## src/cpp_pkg.sv

```systemverilog
// package of the codec serial port: register map, config layout, timing
// assumes a 20 MHz REF_CLK and a 32-bit APB master
package cpp_pkg;
  // register byte offsets
  localparam logic [7:0] A_CTRL = 8'h00;
  localparam logic [7:0] A_DLY = 8'h04;
  localparam logic [7:0] A_TX = 8'h08;
  localparam logic [7:0] A_RX = 8'h0C;
  localparam logic [7:0] A_STAT = 8'h10;
  // timing: master bit clock half period in ns, period of REF_CLK in ns
  localparam int CLK_NS = 50;
  localparam int BCLK_HALF_NS = 250;
  localparam int HALF_CYC = BCLK_HALF_NS / CLK_NS;
  localparam logic [3:0] HALF_LAST = 4'(HALF_CYC - 1);
  // frame of 32 bit clocks, counter wraps by itself
  localparam int CNT_W = 5;
  localparam logic [4:0] LAST_BIT = 5'h1F;
  localparam logic [4:0] ZERO_BIT = 5'h00;
  localparam logic [4:0] ONE_BIT = 5'h01;
  localparam logic [4:0] W8 = 5'h08;
  localparam logic [4:0] W16 = 5'h10;
  localparam logic [4:0] LONG_FS = 5'h08;
  localparam int FIFO_W = 16;
  localparam int FIFO_D = 8;
  // configuration register layout, bit 0 is play
  typedef struct packed {
    logic en;
    logic master;
    logic long_fs;
    logic wide;
    logic dual_rate;
    logic two_codecs;
    logic dual_ch;
    logic spk_ch2;
    logic rec;
    logic play;
  } cpp_cfg_t;
  localparam int CFG_W = 10;
  localparam cpp_cfg_t CFG_RST = 10'h000;
  // data delays, d0 in low bits
  typedef struct packed {
    logic [4:0] d1;
    logic [4:0] d0;
  } cpp_dly_t;
  localparam cpp_dly_t DLY_RST = 10'h000;
  // port state, gray along off, sync, run
  typedef enum logic [1:0] {
    PS_OFF = 2'b00,
    PS_SYNC = 2'b01,
    PS_RUN = 2'b11
  } cpp_state_t;
endpackage : cpp_pkg

```

## src/cpp_top.sv

```systemverilog
// codec serial port: APB registers, frame timing, slots, sample FIFO
// assumes codec pins arrive asynchronous; one REF_CLK domain
// Overview of operation
// - master mode drives bit clock and frame syncs
// - short or long frame sync selectable
// - slot carries 8 or 16 bits
// - dual rate halves incoming bit clock
// - line always on channel 0
// - speaker on ch1 or ch2; ch2 mastered
// - control register selects all port options but the slot delays
// - slot delays relative to primary frame sync; ch2 delay relative to the free-running master frame count
// - recording sums channel 0 and the speaker channel (1 or 2)
// - playback sent on channel 0 and the speaker channel (1 or 2)
module cpp_fifo #(parameter int W = 16, parameter int D = 8) (
  input wire logic clk,
  input wire logic rst,
  // fill side
  input wire logic in_valid,
  output logic in_ready,
  input wire logic [W-1:0] in_data,
  // drain side
  output logic out_valid,
  input wire logic out_ready,
  output logic [W-1:0] out_data
);
  localparam int AW = $clog2(D);
  logic [W-1:0] mem [D];
  logic [AW-1:0] wp_reg, rp_reg;
  logic [AW:0] n_reg;
  logic wr, rd;
  assign in_ready = n_reg != (AW+1)'(D);
  assign out_valid = n_reg != '0;
  assign out_data = mem[rp_reg];
  assign wr = in_valid & in_ready;
  assign rd = out_valid & out_ready;
  // storage, no reset needed on data
  always_ff @(posedge clk)
  begin
    if (wr) mem[wp_reg] <= in_data;
  end
  // pointers and level
  always_ff @(posedge clk or posedge rst)
  begin
    if (rst)
    begin
      wp_reg <= '0;
      rp_reg <= '0;
      n_reg <= '0;
    end
    else
    begin
      if (wr) wp_reg <= (wp_reg == AW'(D - 1)) ? '0 : wp_reg + 1'b1;
      if (rd) rp_reg <= (rp_reg == AW'(D - 1)) ? '0 : rp_reg + 1'b1;
      n_reg <= n_reg + (AW+1)'(wr) - (AW+1)'(rd);
    end
  end
endmodule : cpp_fifo

module cpp_top import cpp_pkg::*; (
  // clock and reset
  input wire logic REF_CLK,
  input wire logic RST,
  // APB slave
  input wire logic PSEL,
  input wire logic PENABLE,
  input wire logic PWRITE,
  input wire logic [7:0] PADDR,
  input wire logic [31:0] PWDATA,
  output logic [31:0] PRDATA,
  output logic PREADY,
  output logic PSLVERR,
  // line bit clock and primary frame sync, two-way
  input wire logic BCLK_IN,
  output logic BCLK_OUT,
  output logic BCLK_OE,
  input wire logic PRIMARY_FRAME_SYNC_IN,
  output logic PRIMARY_FRAME_SYNC_OUT,
  output logic PRIMARY_FRAME_SYNC_OE,
  // line data, channels 0 and 1
  input wire logic DR_IN,
  output logic DX_OUT,
  output logic DX_OE,
  // channel 2 codec, always mastered here
  input wire logic DR2_IN,
  output logic FS2_OUT,
  output logic DX2_OUT,
  output logic DX2_OE
);
  // offset minus delay, wraps around the frame
  function automatic logic [4:0] pos(input logic [4:0] c, input logic [4:0] d);
    pos = c - d;
  endfunction : pos
  function automatic logic in_slot(input logic [4:0] o, input logic wide);
    in_slot = o < (wide ? W16 : W8);
  endfunction : in_slot
  function automatic logic fs_on(input logic [4:0] c, input logic [4:0] d,
                                 input logic lng);
    fs_on = lng ? (pos(c, d) < LONG_FS) : (c == d - ONE_BIT);
  endfunction : fs_on
  // msb first, 8-bit samples sit in the low byte
  function automatic logic tx_bit(input logic [15:0] s, input logic [4:0] o,
                                  input logic wide);
    logic [4:0] i;
    i = (wide ? W16 : W8) - ONE_BIT - o;
    tx_bit = s[i[3:0]];
  endfunction : tx_bit
  // saturating add so a loud far end cannot wrap to the other sign
  function automatic logic [15:0] sat_add(input logic [15:0] a, b);
    logic [15:0] s;
    s = a + b;
    sat_add = (a[15] == b[15] && s[15] != a[15]) ?
              (a[15] ? 16'h8000 : 16'h7FFF) : s;
  endfunction : sat_add

  cpp_cfg_t cfg_reg, act_reg;
  cpp_dly_t dly_reg;
  cpp_state_t st_reg;
  logic [3:0] s1_reg, s2_reg, s3_reg, flt_reg;
  logic bclk_d_reg, half_reg, fs_last_reg, mclk_reg;
  logic [3:0] div_reg;
  logic [4:0] lcnt_reg, mcnt_reg, lnext, snext, scnt;
  logic s_edge, s_tick, m_tick, l_tick, sp_tick, start, l_frame, run, ch2;
  logic [15:0] rx0_reg, spk_rx_reg, rec_reg, play_reg, ch1_samp, play_nx;
  logic rx_new_reg, under_reg, spk_en;
  logic [31:0] rdata;
  logic setup, wr_acc, rd_acc, tx_push, tx_ready, fifo_v;
  logic [15:0] fifo_q;

  // three-stage pin capture; a change counts once stage 2 and 3 agree
  always_ff @(posedge REF_CLK or posedge RST)
  begin
    if (RST)
    begin
      s1_reg <= 4'h0;
      s2_reg <= 4'h0;
      s3_reg <= 4'h0;
      flt_reg <= 4'h0;
    end
    else
    begin
      s1_reg <= {DR2_IN, DR_IN, PRIMARY_FRAME_SYNC_IN, BCLK_IN};
      s2_reg <= s1_reg;
      s3_reg <= s2_reg;
      flt_reg <= ((s2_reg ~^ s3_reg) & s3_reg) | ((s2_reg ^ s3_reg) & flt_reg);
    end
  end

  // slave bit clock edge, optionally every second edge
  assign s_edge = flt_reg[0] & ~bclk_d_reg;
  assign s_tick = s_edge & (~act_reg.dual_rate | half_reg);
  assign m_tick = (div_reg == HALF_LAST) & ~mclk_reg;
  assign l_tick = act_reg.master ? m_tick : s_tick;
  assign ch2 = act_reg.spk_ch2;
  assign sp_tick = ch2 ? m_tick : l_tick;
  assign scnt = ch2 ? mcnt_reg : lcnt_reg;
  assign start = act_reg.long_fs ? (flt_reg[1] & ~fs_last_reg) : fs_last_reg;
  assign lnext = (!act_reg.master && start) ? ZERO_BIT : lcnt_reg + ONE_BIT;
  assign snext = ch2 ? mcnt_reg + ONE_BIT : lnext;
  assign l_frame = l_tick & (lnext == ZERO_BIT);
  assign run = st_reg == PS_RUN;
  assign spk_en = act_reg.two_codecs | act_reg.dual_ch;
  // first bit of a frame already carries the sample popped at its start,
  // so a slot at delay 0 on line timing never mixes two samples
  assign play_nx = (l_frame && run) ? (fifo_v ? fifo_q : 16'h0000) :
                   play_reg;
  assign ch1_samp = act_reg.play ? play_nx : 16'h0000;

  // edge history and master divider run free
  always_ff @(posedge REF_CLK or posedge RST)
  begin
    if (RST)
    begin
      bclk_d_reg <= 1'b0;
      half_reg <= 1'b0;
      div_reg <= 4'h0;
      mclk_reg <= 1'b0;
      mcnt_reg <= ZERO_BIT;
    end
    else
    begin
      bclk_d_reg <= flt_reg[0];
      if (s_edge) half_reg <= ~half_reg;
      div_reg <= (div_reg == HALF_LAST) ? 4'h0 : div_reg + 4'h1;
      if (div_reg == HALF_LAST) mclk_reg <= ~mclk_reg;
      if (m_tick) mcnt_reg <= mcnt_reg + ONE_BIT;
    end
  end

  // line frame counter; slave resyncs on the primary sync
  always_ff @(posedge REF_CLK or posedge RST)
  begin
    if (RST)
    begin
      lcnt_reg <= LAST_BIT;
      fs_last_reg <= 1'b0;
    end
    else if (l_tick)
    begin
      lcnt_reg <= act_reg.master ? mcnt_reg + ONE_BIT : lnext;
      fs_last_reg <= flt_reg[1];
    end
  end

  // settings latch only between frames or while stopped
  always_ff @(posedge REF_CLK or posedge RST)
  begin
    if (RST) act_reg <= CFG_RST;
    else if (!act_reg.en || l_frame) act_reg <= cfg_reg;
  end

  // port state; slave waits for its first frame
  always_ff @(posedge REF_CLK or posedge RST)
  begin
    if (RST) st_reg <= PS_OFF;
    else
    begin
      unique case (st_reg)
        PS_OFF: if (act_reg.en) st_reg <= act_reg.master ? PS_RUN : PS_SYNC;
        PS_SYNC: if (!act_reg.en) st_reg <= PS_OFF;
                 else if (l_frame) st_reg <= PS_RUN;
        PS_RUN: if (!act_reg.en) st_reg <= PS_OFF;
        default: st_reg <= PS_OFF;
      endcase
    end
  end

  // pins of the line side; bit clock and sync driven only as master
  always_ff @(posedge REF_CLK or posedge RST)
  begin
    if (RST)
    begin
      BCLK_OUT <= 1'b0;
      BCLK_OE <= 1'b0;
      PRIMARY_FRAME_SYNC_OUT <= 1'b0;
      PRIMARY_FRAME_SYNC_OE <= 1'b0;
      DX_OUT <= 1'b0;
      DX_OE <= 1'b0;
      rx0_reg <= 16'h0000;
    end
    else
    begin
      BCLK_OUT <= mclk_reg ^ (div_reg == HALF_LAST);
      BCLK_OE <= run & act_reg.master;
      PRIMARY_FRAME_SYNC_OE <= run & act_reg.master;
      if (m_tick) PRIMARY_FRAME_SYNC_OUT <=
          fs_on(mcnt_reg + ONE_BIT, ZERO_BIT, act_reg.long_fs);
      if (l_tick)
      begin
        // channel 0 is the line, channel 1 shares its pins
        if (in_slot(pos(lnext, dly_reg.d0), act_reg.wide))
        begin
          DX_OE <= run;
          DX_OUT <= tx_bit(play_nx, pos(lnext, dly_reg.d0), act_reg.wide);
        end
        else if (!ch2 && spk_en &&
                 in_slot(pos(lnext, dly_reg.d1), act_reg.wide))
        begin
          DX_OE <= run;
          DX_OUT <= tx_bit(ch1_samp, pos(lnext, dly_reg.d1), act_reg.wide);
        end
        else DX_OE <= 1'b0;
        if (in_slot(pos(lcnt_reg, dly_reg.d0), act_reg.wide))
          rx0_reg <= {rx0_reg[14:0], flt_reg[2]};
      end
    end
  end

  // speaker path on ch1 line timing or ch2 master timing
  always_ff @(posedge REF_CLK or posedge RST)
  begin
    if (RST)
    begin
      FS2_OUT <= 1'b0;
      DX2_OUT <= 1'b0;
      DX2_OE <= 1'b0;
      spk_rx_reg <= 16'h0000;
    end
    else if (sp_tick)
    begin
      FS2_OUT <= run & ch2 & fs_on(snext, dly_reg.d1, act_reg.long_fs);
      DX2_OE <= run & ch2 & in_slot(pos(snext, dly_reg.d1), act_reg.wide);
      DX2_OUT <= tx_bit(ch1_samp, pos(snext, dly_reg.d1), act_reg.wide);
      if (spk_en && in_slot(pos(scnt, dly_reg.d1), act_reg.wide))
        spk_rx_reg <= {spk_rx_reg[14:0], ch2 ? flt_reg[3] : flt_reg[2]};
    end
  end

  // per frame: record sample out, next playback sample in
  always_ff @(posedge REF_CLK or posedge RST)
  begin
    if (RST)
    begin
      rec_reg <= 16'h0000;
      play_reg <= 16'h0000;
      rx_new_reg <= 1'b0;
      under_reg <= 1'b0;
    end
    else
    begin
      if (l_frame && run)
      begin
        // an unconfigured speaker path adds nothing, not a stale sample
        rec_reg <= act_reg.rec ?
                   sat_add(rx0_reg, spk_en ? spk_rx_reg : 16'h0000) :
                   rx0_reg;
        play_reg <= fifo_v ? fifo_q : 16'h0000;
      end
      // a new event wins over a read clearing it
      if (l_frame && run) rx_new_reg <= 1'b1;
      else if (rd_acc && PADDR == A_RX) rx_new_reg <= 1'b0;
      if (l_frame && run && !fifo_v) under_reg <= 1'b1;
      else if (rd_acc && PADDR == A_STAT) under_reg <= 1'b0;
    end
  end

  // playback FIFO; a full FIFO stalls the APB write
  cpp_fifo #(.W(FIFO_W), .D(FIFO_D)) u_fifo (
    .clk(REF_CLK),
    .rst(RST),
    .in_valid(tx_push),
    .in_ready(tx_ready),
    .in_data(PWDATA[15:0]),
    .out_valid(fifo_v),
    .out_ready(l_frame & run),
    .out_data(fifo_q)
  );

  // APB decode; read data captured in setup, ready held low on a TX write while full
  assign setup = PSEL & ~PENABLE;
  assign PREADY = !(PWRITE && PADDR == A_TX && !tx_ready);
  assign wr_acc = PSEL & PENABLE & PREADY & PWRITE;
  assign rd_acc = PSEL & PENABLE & PREADY & ~PWRITE;
  assign tx_push = PSEL & PENABLE & PWRITE & (PADDR == A_TX);
  assign PSLVERR = PSEL & PENABLE & !(PADDR inside {A_CTRL, A_DLY, A_TX,
                   A_RX, A_STAT});
  always_comb
  begin
    unique case (PADDR)
      A_CTRL: rdata = {22'h00_0000, cfg_reg};
      A_DLY: rdata = {22'h00_0000, dly_reg};
      A_RX: rdata = {16'h0000, rec_reg};
      A_STAT: rdata = {26'h000_0000, fifo_v, tx_ready, under_reg,
                       rx_new_reg, st_reg};
      default: rdata = 32'h0000_0000;
    endcase
  end
  always_ff @(posedge REF_CLK or posedge RST)
  begin
    if (RST)
    begin
      PRDATA <= 32'h0000_0000;
      cfg_reg <= CFG_RST;
      dly_reg <= DLY_RST;
    end
    else
    begin
      if (setup) PRDATA <= rdata;
      if (wr_acc && PADDR == A_CTRL) cfg_reg <= PWDATA[CFG_W-1:0];
      if (wr_acc && PADDR == A_DLY) dly_reg <= PWDATA[CFG_W-1:0];
    end
  end

  property p_cfg_frame;
    @(posedge REF_CLK) disable iff (RST)
    (act_reg != $past(act_reg)) |-> $past(!act_reg.en || l_frame);
  endproperty
  a_cfg_frame: assert property (p_cfg_frame)
    else $error("config changed inside a frame");
  property p_master_clk;
    @(posedge REF_CLK) disable iff (RST)
    (run && act_reg.master) |=> BCLK_OE && PRIMARY_FRAME_SYNC_OE;
  endproperty
  a_master_clk: assert property (p_master_clk)
    else $error("master not driving clock");
  property p_slave_quiet;
    @(posedge REF_CLK) disable iff (RST)
    !act_reg.master |=> !BCLK_OE;
  endproperty
  a_slave_quiet: assert property (p_slave_quiet)
    else $error("slave drives bit clock");
  property p_dual;
    @(posedge REF_CLK) disable iff (RST)
    (act_reg.dual_rate && s_edge && !half_reg) |-> !s_tick;
  endproperty
  a_dual: assert property (p_dual)
    else $error("dual rate edge not skipped");
  property p_slot;
    @(posedge REF_CLK) disable iff (RST)
    (l_tick && run && pos(lnext, dly_reg.d0) == ZERO_BIT) |=>
    DX_OE && DX_OUT == tx_bit(play_reg, ZERO_BIT, $past(act_reg.wide));
  endproperty
  a_slot: assert property (p_slot)
    else $error("channel 0 slot not at delay");
  property p_sum;
    @(posedge REF_CLK) disable iff (RST)
    (l_frame && run && act_reg.rec) |=>
    rec_reg == sat_add($past(rx0_reg),
                       $past(spk_en) ? $past(spk_rx_reg) : 16'h0000);
  endproperty
  a_sum: assert property (p_sum)
    else $error("record sum wrong");
  property p_play;
    @(posedge REF_CLK) disable iff (RST)
    act_reg.play |-> ch1_samp == play_nx;
  endproperty
  a_play: assert property (p_play)
    else $error("playback not on channel 1");
  property p_ch2;
    @(posedge REF_CLK) disable iff (RST)
    (act_reg.spk_ch2 && !m_tick) |-> !sp_tick;
  endproperty
  a_ch2: assert property (p_ch2)
    else $error("channel 2 not on master timing");
  property p_short_fs;
    @(posedge REF_CLK) disable iff (RST)
    (m_tick && act_reg.master && !act_reg.long_fs) |=>
    PRIMARY_FRAME_SYNC_OUT == (mcnt_reg == LAST_BIT);
  endproperty
  a_short_fs: assert property (p_short_fs)
    else $error("short frame sync misplaced");
  c_run_slave: cover property (@(posedge REF_CLK) disable iff (RST)
    run && !act_reg.master && l_frame);
  c_record: cover property (@(posedge REF_CLK) disable iff (RST)
    run && act_reg.rec && l_frame);
  c_stall: cover property (@(posedge REF_CLK) disable iff (RST)
    PSEL && PENABLE && !PREADY);
endmodule : cpp_top

```

## config.mk

```make
export PLATFORM = sky130hd
export DESIGN_NAME = cpp_top
export DESIGN_NICKNAME = d
export VERILOG_FILES = /design/src/cpp_pkg.sv /design/src/cpp_top.sv
export SDC_FILE = /design/constraint.sdc
export NUM_CORES = 1
export LEC_CHECK = 0
export ABC_AREA = 1
export ABC_CLOCK_PERIOD_IN_PS = 10300
export BUFFER_PORTS_ARGS = -buffer_cell sky130_fd_sc_hd__clkbuf_2
export CORE_UTILIZATION = 66
export DETAILED_ROUTE_END_ITERATION = 7
export PLACE_DENSITY_LB_ADDON = 0.2
export SLEW_MARGIN = 15
export SYNTH_ARGS = -nofsm -noshare
export SYNTH_HDL_FRONTEND = slang
export SYNTH_SLANG_ARGS = --single-unit
```

## constraint.sdc

```tcl
create_clock -name REF_CLK -period 10.3 [get_ports REF_CLK]
set_clock_uncertainty 0.1 [all_clocks]
set_input_delay 2.06 -clock REF_CLK [delete_from_list [all_inputs] [get_ports REF_CLK]]
set_output_delay 2.06 -clock REF_CLK [all_outputs]
set_load 0.005 [all_outputs]
```

==> metrics.txt <==
# TYPE chip_impl_metric gauge
chip_impl_metric{name="cts.htree.levels",unit=""} 1
chip_impl_info{name="netlist.top_cell.by_area",value="dfrtp_1"} 1
chip_impl_metric{name="yosys.area_share.simple",unit="%"} 19.29
chip_impl_metric{name="rows",unit=""} 54
chip_impl_metric{name="timing.final.crit_share",unit="%"} 54.70
chip_impl_metric{name="synth-async-reset-ratio",unit="%"} 56.46
chip_impl_metric{name="grt_pass1_wl",unit="µm"} 54320
chip_impl_metric{name="port-buffer-count",unit=""} 59
chip_impl_metric{name="largest_reg_flops",unit=""} 128
chip_impl_metric{name="finalWirelength",unit="µm"} 33960
chip_impl_metric{name="cts_repair_resize_count",unit=""} 0
chip_impl_metric{name="antenna_violating_nets_post_route",unit=""} 0
chip_impl_metric{name="areal_power_density_over_the_cells",unit="mW/mm²"} 203.7
chip_impl_info{name="synth.top_cells.by_area",value="dfrtp_1 27%, edfxtp_1 26%, nand2_1 8.0%, o21ai_0 6.3%, ha_1 5.2%"} 1
chip_impl_info{name="crit_path_start_kind",value="input pin"} 1
chip_impl_metric{name="tightestPinTransition",unit="ns"} 1.044
chip_impl_metric{name="final_period_minus_worst_setup_slack",unit="ns"} 5.634
chip_impl_info{name="synth.cells.most_frequent",value="314 x nand2_1, 185 x o21ai_0, 172 x nor2_1, 161 x dfrtp_1, 145 x inv_1"} 1
chip_impl_metric{name="tns",unit="ns"} 0
chip_impl_metric{name="placed_area",unit="mm²"} 0.01523
chip_impl_metric{name="num_antenna_cells",unit=""} 0
chip_impl_metric{name="power.combinational.fraction",unit="%"} 24.1
chip_impl_info{name="clock_tree.root_cell",value="clkbuf_16"} 1
chip_impl_metric{name="routedWlPerCell",unit="µm"} 17.38
chip_impl_info{name="result_of_the_run",value="finished clean"} 1
chip_impl_metric{name="post_cts_hold_buffer_count",unit=""} 0
chip_impl_metric{name="drv_slew",unit=""} 0
chip_impl_info{name="hold_path_class",value="flip-flop to flip-flop"} 1
chip_impl_metric{name="place_hpwl",unit="µm"} 22390
chip_impl_metric{name="number_of_flops_mapped_to_enable_cells_by_yosys",unit=""} 128
chip_impl_metric{name="dieWidth",unit="µm"} 151.7
chip_impl_metric{name="detailroute.via_count",unit=""} 11400
chip_impl_metric{name="hold_viol",unit=""} 0
chip_impl_metric{name="power_report.internal_total",unit="mW"} 2.309
chip_impl_info{name="critical_path.startpoint",value="PADDR[7]"} 1
chip_impl_info{name="kind_of_critical_path",value="input pin to output pin"} 1
chip_impl_metric{name="timing.fmax",unit="MHz"} 177.5
chip_impl_metric{name="postSynthCellCount",unit=""} 1608
chip_impl_metric{name="worst_ep_arrival_time",unit="ns"} 3.47
chip_impl_metric{name="largest_net_degree_at_the_start_of_global_routing",unit=""} 106
chip_impl_metric{name="multi_input_comb_area",unit="mm²"} 0.005884
chip_impl_metric{name="drive_above_1_share",unit="%"} 11.11
chip_impl_metric{name="path_max_fanout",unit=""} 14
chip_impl_metric{name="ir_drop",unit="µV"} 162.9
chip_impl_metric{name="viasPerCell",unit=""} 5.832
chip_impl_metric{name="fin_util",unit="%"} 74.54
chip_impl_metric{name="number_of_global_route_vias_before_repair",unit=""} 10860
chip_impl_metric{name="synth.avg_cell_area",unit="µm²"} 9.203
chip_impl_metric{name="total_global_routing_overflow",unit=""} 0
chip_impl_metric{name="warnings_from_yosys",unit=""} 0
chip_impl_metric{name="fin_nets",unit=""} 1766
chip_impl_metric{name="core_area",unit="mm²"} 0.02189
chip_impl_metric{name="timing.slew.headroom",unit="%"} 30.37
chip_impl_metric{name="clk_latency",unit="ns"} 0.55
chip_impl_metric{name="cts-root-to-sink-buffers",unit=""} 3
chip_impl_metric{name="gpl.final_weighted_congestion",unit=""} 0.9618
chip_impl_metric{name="total_leakage_power",unit="nW"} 7.415
chip_impl_metric{name="number_of_library_cell_types_mapped_by_synthesis",unit=""} 53
chip_impl_metric{name="report.power.total",unit="mW"} 3.323
chip_impl_metric{name="seq_area_frac_synth",unit="%"} 54.09
chip_impl_metric{name="design.die.area",unit="mm²"} 0.02302
chip_impl_info{name="hold_start",value="s1_reg[1]"} 1
chip_impl_info{name="ys.flop_type",value="dfrtp_1"} 1
chip_impl_metric{name="antenna_found_initial",unit=""} 0
chip_impl_metric{name="layout.filler_cells",unit=""} 1555
chip_impl_metric{name="power.net_switching",unit="mW"} 1.014
chip_impl_metric{name="synthToLayoutAreaGrowth",unit="%"} 10.26
chip_impl_info{name="clock_tree_from_tritoncts",value="done"} 1
chip_impl_metric{name="drc",unit=""} 0
chip_impl_metric{name="synth-xor-area-share",unit="%"} 2.427
chip_impl_metric{name="path_clk_slew",unit="ns"} 0.06
chip_impl_metric{name="setup_viol",unit=""} 0
chip_impl_info{name="regMostFlops",value="u_fifo.mem"} 1
chip_impl_metric{name="max_cap_viol_count",unit=""} 0
chip_impl_metric{name="track_usage",unit="%"} 30.58
chip_impl_info{name="main_combinational_cell_family_by_area_after_synthesis",value="simple AND/OR/NAND/NOR gates"} 1
chip_impl_metric{name="initialDrtViolationCount",unit=""} 1017
chip_impl_metric{name="cts_inserted_buffers",unit=""} 30
chip_impl_metric{name="clock_sink_count",unit=""} 294
chip_impl_metric{name="power.share.clock",unit="%"} 35.3
chip_impl_metric{name="detail_route.first_pass.iterations",unit=""} 5
chip_impl_info{name="crit_path_end_kind",value="output pin"} 1
chip_impl_metric{name="seqCellArea",unit="mm²"} 0.008005
chip_impl_metric{name="synth-adder-area-share",unit="%"} 5.919
chip_impl_metric{name="boundaryPins",unit=""} 92
chip_impl_metric{name="synth_compound_area_share",unit="%"} 11.14
chip_impl_metric{name="yosys-mux-area-fraction",unit="%"} 0.3974
chip_impl_metric{name="sequential_share_of_power",unit="%"} 40.6
chip_impl_metric{name="flip_flop_and_latch_count_after_synthesis",unit=""} 294
chip_impl_info{name="synth.most_common_cell",value="nand2_1"} 1
chip_impl_info{name="regToRegStartpoint",value="div_reg[0]"} 1
chip_impl_metric{name="cp.required",unit="ns"} 8.14
chip_impl_info{name="grt_setup_unrepaired",value="false"} 1
chip_impl_metric{name="synth.top_cell.area_share",unit="%"} 27.23
chip_impl_metric{name="final_cell_area",unit="mm²"} 0.01632
chip_impl_metric{name="die_h",unit="µm"} 151.7
chip_impl_metric{name="start_util",unit="%"} 67.60
chip_impl_metric{name="power.share.switching",unit="%"} 30.52
chip_impl_metric{name="syn_area",unit="mm²"} 0.01480
chip_impl_metric{name="postCtsSetupRepairBufs",unit=""} 0
-- power groups by stage --
stage               combinational, mW  sequential, mW  clock [mW]
global route                    0.915            1.35        1.22
CTS                             0.795            1.35        1.18
floorplan                       0.620            1.35           0
global placement                0.760            1.37           0
detailed placement              0.786            1.37           0
finish                          0.800            1.35        1.17
-- critical path: stages --
cell and delay [ns]:
clkbuf_2 0.08, nor2_1 0.09, inv_1 0.04, nor2_1 0.12
inv_1 0.05, nor2_1 0.12, nand2_1 0.09, nor3_1 0.17
buf_4 0.26, inv_1 0.12, nand3_1 0.09, nor3_1 0.07
clkbuf_2 0.11
-- through the flow --
stage	hold slack, ns	std cells	setup WS (ns)
final	0.2478	1954	4.666
after global routing	0.2531	1954	4.433
after CTS	0.2486	1954	4.665
after detailed placement	0.2347	1898	4.730
after global placement	0.2327	1898	4.747
after floorplan	0.2312	1623	3.658
-- per-layer routing --
layer	wire length [µm]	track usage (%)	vias up
met1	14670	42.68	5468
met5	0	0	-
met4	1064	10.54	0
li1	-	-	5425
met3	2539	4.880	67
met2	15680	48.95	435
-- cell usage in the layout, fill, tap and decap left out, types with 5 or more instances in the layout --
cell type    n
dfstp_2      5
clkbuf_1     7
a21o_1       6
clkbuf_2    59
o211ai_1    17
o22ai_1     11
a21oi_1     55
nand2_2     28
bufinv_16    5
xnor2_1      9
o21ai_0    185
nand3_1    122
inv_1      144
nor2_1     172
buf_4       16
o21ai_1      5
ha_1        62
xor2_1      32
edfxtp_1   128
nand2_1    314
nor3_1       7
dfrtp_1    160
clkbuf_16   32
a21boi_0     5
fa_1         5
conb_1      16
-- cells by family (layout without fill, tap and decap cells) --
logic type | after synthesis | count (layout)
flops | 294 | 294
compound gates | 301 | 301
xor+xnor | 41 | 41
mux | 5 | 5
buf+inv | 231 | 282
other cells | 1 | 16
fa+ha+maj | 67 | 67
simple gates | 668 | 668
-- final timing paths --
path                              endpoint  slack, ns  cells past startpoint
min in group asynchronous       PRDATA[14]       1.63                      2
hold / removal                   s2_reg[1]       0.25                      0
setup / recovery                   PSLVERR       4.67                     13
hold reg to reg                  s2_reg[1]       0.25                      0
max in group asynchronous            DX_OE       7.12                      3
setup reg to reg           u_fifo.n_reg[2]       5.76                     16
-- cell type report --
cell class                      count  share of cell area (%)
Clock buffer                       44                   5.452
Clock inverter                     12                   1.227
Inverter                          151                   3.504
Multi-Input combinational cell   1098                   36.06
Sequential cell                   294                   49.06
Tap cell                          280                   2.147
Timing Repair Buffer               75                   2.546
Power figures use the tool's default switching activity.
